[src/tlsp_pkg.sv]
// Package: constants for the temperature limit serial register port
package tlsp_pkg;

	// ****************************************
	// Register addresses
	// ****************************************
	localparam logic [2:0]  ADDR_CONFIG     = 3'h1;
	localparam logic [2:0]  ADDR_TEMP       = 3'h2;
	localparam logic [2:0]  ADDR_ID         = 3'h3;
	localparam logic [2:0]  ADDR_CRIT       = 3'h4;
	localparam logic [2:0]  ADDR_HYST       = 3'h5;
	localparam logic [2:0]  ADDR_UPPER      = 3'h6;
	localparam logic [2:0]  ADDR_LOWER      = 3'h7;

	// ****************************************
	// Reset values
	// ****************************************
	localparam logic [15:0] CRIT_RESET      = 16'h4980;
	localparam logic [7:0]  HYST_RESET      = 8'h05;
	localparam logic [15:0] UPPER_RESET     = 16'h2000;
	localparam logic [15:0] LOWER_RESET     = 16'h0500;
	// Arbitrary identity value
	localparam logic [7:0]  ID_VALUE        = 8'h5A;

	// ****************************************
	// Command byte fields
	// ****************************************
	localparam int          CMD_DIR_POS     = 6;
	localparam int          CMD_ADDR_HI     = 5;
	localparam int          CMD_ADDR_LO     = 3;
	localparam int          CMD_BITS        = 8;

	// ****************************************
	// Field layout and timing
	// ****************************************
	localparam int          HYST_WIDTH      = 4;
	localparam int          HYST_FRAC_BITS  = 7;
	localparam int          ONES_RESET_RUN  = 32;
	localparam int          ONES_CNT_WIDTH  = 6;
	localparam int          BIT_CNT_WIDTH   = 5;

	typedef enum logic [1:0]
	{
		ST_CMD  = 2'b00,
		ST_DATA = 2'b01,
		ST_DONE = 2'b11
	} tlsp_state_t;

endpackage

[src/tlsp_sync.sv]
// Two flip-flop synchroniser for pin inputs
`timescale 1ns/1ps
module tlsp_sync
	import tlsp_pkg::*;
#(
	parameter int          WIDTH = 1,
	parameter logic [WIDTH-1:0] INIT = '0
)
(
	input  wire logic             core_clk,
	input  wire logic             srst,
	input  wire logic [WIDTH-1:0] pin_in,
	output logic      [WIDTH-1:0] pin_sync
);

	typedef struct packed
	{
		logic [WIDTH-1:0] first;
		logic [WIDTH-1:0] second;
	} tlsp_sync_t;

	tlsp_sync_t s_reg;
	tlsp_sync_t s_next;

	always_comb
	begin
		s_next.first = pin_in;
		s_next.second = s_reg.first;
	end

	always_ff @(posedge core_clk)
	begin
		if (srst)
		begin
			s_reg.first <= INIT;
			s_reg.second <= INIT;
		end
		else
		begin
			s_reg <= s_next;
		end
	end

	assign pin_sync = s_reg.second;

endmodule

[src/tlsp_port.sv]
// Serial register port with limit setpoints and alert outputs
// ****************************************
// What this block does
// - Direction bit one reads, zero writes
// - Address bits pick one register per transaction
// - Sample on rising, shift out on falling
// - Write shifts 8 or 16 bits in
// - Read drives register from first falling edge
// - Frame sync: select fall presents output MSB
// - Select tied low works as 3-wire
// - 32 ones on data resets port
// - Serial reset restores register defaults
// - Hysteresis: four low bits, reset five
// - Hysteresis lowers critical; in comparator mode also lowers upper, raises lower
// - Above upper limit asserts limit alert
// - Critical limit 16 bits, reset 0x4980
// - Upper limit 16 bits, reset 0x2000
// - Below lower limit asserts limit alert
// - Lower limit 16 bits, reset 0x0500
// - Above critical asserts critical alert
// - Interrupt mode: register read clears alert
// ****************************************
`timescale 1ns/1ps
module tlsp_port
	import tlsp_pkg::*;
(
	input  wire logic        core_clk,
	input  wire logic        srst,
	input  wire logic        sclk,
	input  wire logic        cs_n,
	input  wire logic        din,
	output logic             dout,
	output logic             dout_oe_n,
	input  wire logic [15:0] temp_value,
	input  wire logic        interrupt_mode,
	output logic             limit_alert_o,
	output logic             limit_alert_oe_n,
	output logic             critical_alert_output,
	output logic             critical_alert_oe_n,
	output logic             over_flag,
	output logic             under_flag
);

	// ****************************************
	// State
	// ****************************************
	typedef struct packed
	{
		tlsp_state_t               state;
		logic                      sclk_d;
		logic                      cs_n_d;
		logic [7:0]                cmd;
		logic [BIT_CNT_WIDTH-1:0]  bit_cnt;
		logic [15:0]               shift;
		logic [ONES_CNT_WIDTH-1:0] ones_cnt;
		logic                      dout;
		logic                      drive;
		logic [15:0]               crit;
		logic [7:0]                hyst;
		logic [15:0]               upper;
		logic [15:0]               lower;
		logic                      limit_alert;
		logic                      crit_alert;
		logic                      over;
		logic                      under;
		logic                      crit_over;
	} tlsp_port_t;

	tlsp_port_t s_reg;
	tlsp_port_t s_next;

	logic [2:0] pins_sync;
	logic       sclk_s;
	logic       cs_n_s;
	logic       din_s;

	tlsp_sync #(
		.WIDTH (3),
		.INIT  (3'h6)
	) u_sync (
		.core_clk (core_clk),
		.srst     (srst),
		.pin_in   ({sclk, cs_n, din}),
		.pin_sync (pins_sync)
	);

	assign sclk_s = pins_sync[2];
	assign cs_n_s = pins_sync[1];
	assign din_s  = pins_sync[0];

	// ****************************************
	// Helpers
	// ****************************************
	function automatic logic [4:0] reg_width(input logic [2:0] addr);
		if (addr == ADDR_HYST || addr == ADDR_ID || addr == ADDR_CONFIG)
			reg_width = 5'd8;
		else
			reg_width = 5'd16;
	endfunction

	function automatic logic signed [17:0] sx(input logic [15:0] v);
		sx = 18'(signed'(v));
	endfunction

	// ****************************************
	// Command decoding
	// ****************************************
	function automatic logic [2:0] cmd_addr(input logic [7:0] c);
		cmd_addr = c[CMD_ADDR_HI:CMD_ADDR_LO];
	endfunction

	function automatic logic cmd_read(input logic [7:0] c);
		cmd_read = c[CMD_DIR_POS];
	endfunction

	function automatic logic signed [17:0] hyst_scaled(input logic [7:0] h);
		logic [17:0] v;
		v = '0;
		v[HYST_FRAC_BITS +: HYST_WIDTH] = h[HYST_WIDTH-1:0];
		hyst_scaled = signed'(v);
	endfunction

	function automatic tlsp_port_t load_defaults(input tlsp_port_t s);
		load_defaults = s;
		load_defaults.crit = CRIT_RESET;
		load_defaults.hyst = HYST_RESET;
		load_defaults.upper = UPPER_RESET;
		load_defaults.lower = LOWER_RESET;
	endfunction

	function automatic tlsp_port_t store_write(input tlsp_port_t s, input logic [2:0] a, input logic [15:0] v);
		store_write = s;
		if (a == ADDR_CRIT)
			store_write.crit = v;
		else if (a == ADDR_UPPER)
			store_write.upper = v;
		else if (a == ADDR_LOWER)
			store_write.lower = v;
		else if (a == ADDR_HYST)
			store_write.hyst = {4'h0, v[HYST_WIDTH-1:0]};
		// Other addresses are read-only: data dropped
	endfunction

	function automatic logic [15:0] read_value(input tlsp_port_t s, input logic [2:0] addr);
		if (addr == ADDR_CRIT)
			read_value = s.crit;
		else if (addr == ADDR_HYST)
			read_value = {s.hyst, 8'h00};
		else if (addr == ADDR_UPPER)
			read_value = s.upper;
		else if (addr == ADDR_LOWER)
			read_value = s.lower;
		else if (addr == ADDR_TEMP)
			read_value = temp_value;
		else if (addr == ADDR_ID)
			read_value = {ID_VALUE, 8'h00};
		else
			read_value = 16'h0000;
	endfunction

	// ****************************************
	// Next state
	// ****************************************
	logic                 rise;
	logic                 fall;
	logic                 cs_fall;
	logic [2:0]           addr;
	logic [7:0]           cmd_new;
	logic [4:0]           width;
	logic [15:0]          rdata;
	logic [15:0]          wdata;
	logic                 ones_full;
	logic                 reg_read;
	logic signed [17:0]   t_s;
	logic signed [17:0]   hyst_s;

	always_comb
	begin
		s_next = s_reg;
		s_next.sclk_d = sclk_s;
		s_next.cs_n_d = cs_n_s;
		rise = sclk_s && !s_reg.sclk_d && !cs_n_s;
		fall = !sclk_s && s_reg.sclk_d && !cs_n_s;
		cs_fall = !cs_n_s && s_reg.cs_n_d;
		addr = cmd_addr(s_reg.cmd);
		cmd_new = {s_reg.cmd[6:0], din_s};
		wdata = {s_reg.shift[14:0], din_s};
		width = reg_width(addr);
		rdata = read_value(s_reg, addr);
		reg_read = 1'b0;

		if (cs_n_s)
		begin
			// Select high ends any frame
			s_next.state = ST_CMD;
			s_next.bit_cnt = '0;
			s_next.drive = 1'b0;
		end
		else if (cs_fall)
		begin
			s_next.state = ST_CMD;
			s_next.bit_cnt = '0;
		end

		if (rise)
		begin
			if (din_s)
			begin
				if (s_reg.ones_cnt != ONES_CNT_WIDTH'(ONES_RESET_RUN))
					s_next.ones_cnt = s_reg.ones_cnt + 1'b1;
			end
			else
			begin
				s_next.ones_cnt = '0;
			end
			case (s_reg.state)
				ST_CMD:
				begin
					s_next.cmd = cmd_new;
					s_next.bit_cnt = s_reg.bit_cnt + 1'b1;
					if (s_reg.bit_cnt == BIT_CNT_WIDTH'(CMD_BITS - 1))
					begin
						s_next.bit_cnt = '0;
						s_next.state = ST_DATA;
						s_next.shift = read_value(s_reg, cmd_addr(cmd_new));
						s_next.drive = cmd_read(cmd_new);
						reg_read = cmd_read(cmd_new);
					end
				end
				ST_DATA:
				begin
					// Reads shift here too, so each fall shows the next bit
					s_next.shift = wdata;
					s_next.bit_cnt = s_reg.bit_cnt + 1'b1;
					if (s_reg.bit_cnt == width - 1'b1)
					begin
						s_next.state = ST_DONE;
						s_next.drive = 1'b0;
						if (!cmd_read(s_reg.cmd))
							s_next = store_write(s_next, addr, wdata);
						s_next.state = cs_n_s ? ST_CMD : ST_DONE;
						if (s_reg.cs_n_d == 1'b0 && cs_n_s == 1'b0)
							s_next.state = ST_CMD;
						s_next.bit_cnt = '0;
					end
				end
				default:
				begin
					s_next.state = ST_CMD;
				end
			endcase
		end

		if (fall && s_reg.state == ST_DATA && cmd_read(s_reg.cmd))
		begin
			s_next.dout = s_reg.shift[15];
		end
		else if (cs_fall)
		begin
			s_next.dout = s_reg.shift[15];
		end

		// Long run of ones restores the port and registers
		ones_full = s_next.ones_cnt == ONES_CNT_WIDTH'(ONES_RESET_RUN);
		if (ones_full)
		begin
			s_next = load_defaults(s_next);
			s_next.state = ST_CMD;
			s_next.bit_cnt = '0;
			s_next.cmd = '0;
			s_next.drive = 1'b0;
			s_next.ones_cnt = '0;
		end

		// Limit comparisons with hysteresis, in 1 degree steps
		t_s = sx(temp_value);
		hyst_s = hyst_scaled(s_reg.hyst);
		s_next.over = t_s > sx(s_reg.upper);
		s_next.under = t_s < sx(s_reg.lower);
		if (t_s > sx(s_reg.crit))
			s_next.crit_over = 1'b1;
		else if (t_s < sx(s_reg.crit) - hyst_s)
			s_next.crit_over = 1'b0;
		s_next.crit_alert = s_next.crit_over;

		if (interrupt_mode)
		begin
			if ((s_next.over && !s_reg.over) || (s_next.under && !s_reg.under))
				s_next.limit_alert = 1'b1;
			else if (reg_read)
				s_next.limit_alert = 1'b0;
		end
		else
		begin
			if (s_next.over || s_next.under)
				s_next.limit_alert = 1'b1;
			else if (t_s < sx(s_reg.upper) - hyst_s && t_s > sx(s_reg.lower) + hyst_s)
				s_next.limit_alert = 1'b0;
		end
	end

	always_ff @(posedge core_clk)
	begin
		if (srst)
		begin
			s_reg <= '0;
			s_reg.state <= ST_CMD;
			s_reg.sclk_d <= 1'b1;
			s_reg.cs_n_d <= 1'b1;
			s_reg.crit <= CRIT_RESET;
			s_reg.hyst <= HYST_RESET;
			s_reg.upper <= UPPER_RESET;
			s_reg.lower <= LOWER_RESET;
		end
		else
		begin
			s_reg <= s_next;
		end
	end

	// ****************************************
	// Outputs
	// ****************************************
	assign dout                  = s_reg.dout;
	assign dout_oe_n             = !(s_reg.drive && !cs_n_s);
	assign limit_alert_o         = 1'b0;
	assign limit_alert_oe_n      = !s_reg.limit_alert;
	assign critical_alert_output = s_reg.crit_alert;
	assign critical_alert_oe_n   = !s_reg.crit_alert;
	assign over_flag             = s_reg.over;
	assign under_flag            = s_reg.under;

endmodule

[config.mk]
export PLATFORM = sky130hd
export DESIGN_NAME = tlsp_port
export DESIGN_NICKNAME = d
export VERILOG_FILES = /design/src/tlsp_pkg.sv /design/src/tlsp_sync.sv /design/src/tlsp_port.sv
export SDC_FILE = /design/constraint.sdc
export NUM_CORES = 1
export LEC_CHECK = 0
export BUFFER_PORTS_ARGS = -buffer_cell sky130_fd_sc_hd__buf_4
export CORE_ASPECT_RATIO = 1.25
export CORE_MARGIN = 3
export CORE_UTILIZATION = 60
export DETAILED_ROUTE_END_ITERATION = 16
export PLACE_DENSITY = 0.78
export SYNTH_ARGS = -nofsm -noshare
export SYNTH_HDL_FRONTEND = slang
export SYNTH_HIERARCHICAL = 1
export SYNTH_SLANG_ARGS = --single-unit
export TNS_END_PERCENT = 100
[constraint.sdc]
create_clock -name core_clk -period 3.45 [get_ports core_clk]
set_input_delay 0.1725 -clock core_clk [delete_from_list [all_inputs] [get_ports core_clk]]
set_output_delay 0.1725 -clock core_clk [all_outputs]
set_load 0.005 [all_outputs]
==> out/metrics.yaml <==
status:
  status: "finished clean"
floorplan:
  rows: 44
  die_area_um2: 13300
  ios: 30
  die_w_um: 104
  dieHeight_um: 128
  core_area_um2: 11700
  start_util_pct: 61.5
power:
  p_leak_uw: 0.00298
  peakVddDrop_uv: 338
  power.density_nw_per_um2: 309
worst_setup_path:
  timing.rr.start: "hyst_s[7]"
  crit_path_start_kind: "flip-flop"
  crit_type: "flip-flop to flip-flop"
  critPathCaptureType: "flip-flop"
  crit_start: "hyst_s[7]"
  worstPathMaxFanout: 5
  cp.arrival_ns: 3.47
  reg2reg_slack_ns: 0.19
  r2r_cells: 13
  r2r_end: "s_reg[0]"
  critPathRequiredTime_ns: 3.66
layout:
  post-route-util_pct: 67.5
  syn_to_final_growth_pct: 9.68
  layout_common_cells: "109 x nor2_1, 102 x dfxtp_1, 93 x ha_1"
  final_common_cell: "nor2_1"
  num-nets-final: 1018
  drive_gt1_share_pct: 8.18
  nFillCells: 1012
  n_antenna_cell: 0
  instances_no_fill: 1066
  largest_reg_flops: 82
worst_hold_path:
  hold_depth: 2
  hold_path.startpoint: "din"
  hold_class: "primary input to flip-flop"
  whs_endpoint: "u_sync/s_next[0]"
cts:
  h-tree-depth: 3
  cts_buffers: 9
  postCtsSetupBuffers: 0
  cts_sinks: 102
  path_clk_slew_ns: 0.08
  cts_root_buf: "clkbuf_16"
  insertion_delay_ns: 0.36
  clockBufferDepth: 2
  cts_tree: "done"
logic_synthesis:
  yosys.area_share.simple_pct: 18.3
  synth_edf_count: 0
  muxShareOfSynthArea_pct: 7.80
  syn_nets: 996
  yosysWarnings: 6
  synth_top_family_by_area: "compound AO/OA/AOI/OAI gates"
  synth.distinct_cells: 62
  synthFlopType: "dfxtp_1"
  synthAdderAreaFrac_pct: 17.0
  synth_xor_area_share_pct: 2.44
  synth_compound_area_share_pct: 19.7
  ys_seq_area_share_pct: 28.4
  avgSynthCellArea_um2: 8.18
  async_flop_share_pct: 0
  synthCells: 878
  synth-seq-cells: 102
  synth.cell_area_um2: 7180
placement:
  place_inst: 1048
  place_ws_ns: 0.262
  io_buffers: 28
  routabilityCongestion: 1.04
  dp_hpwl_mm: 15.5
job:
  maxCapViolations: 0
grt:
  grt_pass1_wl_mm: 33.1
  grt_overflow: 0
  grt.total_usage_pct: 31.1
  grt_max_degree: 37
  antenna_found_initial: 0
  grt_pass1_vias: 6429
timing:
  period_share_pct: 94.6
  fin_setup_tns_ns: 0
  slew_viol_final: 0
  final-hold-violation-count: 0
  rsz0062_at_grt: "no"
  fmax_ghz: 0.306
  timing.hold.ws_ns: 0.0412
  setup_viol: 0
  tightest_slew_ns: 0.773
  relSlewSlack_pct: 48.5
  fin_crit_ns: 3.26
  fin_worst_skew_ns: 0.00950
  fin_ws_ns: 0.186
routing:
  vias_per_cell: 6.19
  drc: 0
  routed_wirelength_mm: 20.4
  wl_per_cell_um: 19.1
  first_pass_iters: 5
  vias: 6596
  drtIter0Drc: 668
  ant_nets: 0
-- stage by stage --
stage               power (uW)  cell area (um2)
detailed placement        1450             7560
floorplan                 1350             7180
CTS                       2450             7870
finish                    2440             7880
global route              2520             7880
global placement          1440             7560
-- report_power, final --
part | total (uW) | internal (uW) | switching (uW)
registers | 1190 | 1180 | 8.00
logic | 233 | 96.0 | 137
clock network | 1010 | 507 | 505
total | 2440 | 1790 | 649
-- Yosys cell counts (13+ instances only) --
| cell type | instances | share of area, % |
|---|---|---|
| nor2b_1 | 20 | 1.7 |
| mux2i_1 | 56 | 7.8 |
| nand3_1 | 21 | 1.5 |
| a21oi_1 | 67 | 4.7 |
| o211ai_1 | 15 | 1.6 |
| xnor2_1 | 17 | 2.1 |
| nor3_1 | 18 | 1.3 |
| nand2_1 | 47 | 2.5 |
| clkbuf_1 | 20 | 1.0 |
| a21o_1 | 13 | 1.4 |
| nor2_1 | 109 | 5.7 |
| dfxtp_1 | 102 | 28 |
| o21ai_0 | 35 | 2.4 |
| inv_1 | 74 | 3.9 |
| o22ai_1 | 14 | 1.2 |
| ha_1 | 93 | 16 |
-- cell type report --
cell class	instances	area, um2	share of cell area (%)
clock buffer	9	225	2.86
inverter	74	278	3.53
clock inverter	7	65.1	0.826
timing repair buffer	47	358	4.54
sequential	102	2040	25.9
multi-input combinational	666	4710	59.8
tap	161	201	2.56
-- worst max-delay path: stages (launching register included) --
cell and delay (ns):
dfxtp_1 0.41, ha_1 0.18, inv_1 0.06, fa_1 0.42, a21oi_1 0.15, nor2b_1 0.08
nor3_1 0.29, nor2_1 0.10, ha_1 0.30, a2111o_1 0.43, nor2_1 0.09, o211ai_1 0.09
o21ai_0 0.32, o311ai_0 0.20
-- kinds of logic (layout without fill, tap and decap cells) --
logic type / Yosys count / count (layout)
mux: 56 / 56
simple gates: 274 / 274
xor+xnor: 20 / 20
other cells: 1 / 1
buf+inv: 110 / 137
flops: 102 / 102
fa+ha+maj: 96 / 96
compound gates: 219 / 219
-- worst max-delay path by stage --
stage / to / slack, ns / cells past startpoint
2_1_floorplan: s_reg[4] / 0.48 / 15
3_3_place_gp: s_reg[4] / 0.39 / 17
3_5_place_dp: s_reg[4] / 0.26 / 15
4_1_cts: s_reg[4] / 0.24 / 15
5_1_grt: s_reg[4] / 0.003 / 17
6_report: s_reg[0] / 0.19 / 13
-- routing by layer --
metal	wire length [um]	global-route usage (%)
met5	0	0
met4	970	18.3
met3	1280	4.82
met2	9710	52.4
met1	8430	38.0
-- repair_timing --
action                                 CTS  global route
endpoints found under the hold margin    2             0
resized for setup                        0             3
setup endpoints to repair                0             1
hold buffers                             2             0
No activity file was read; power rests on OpenSTA's default activity.
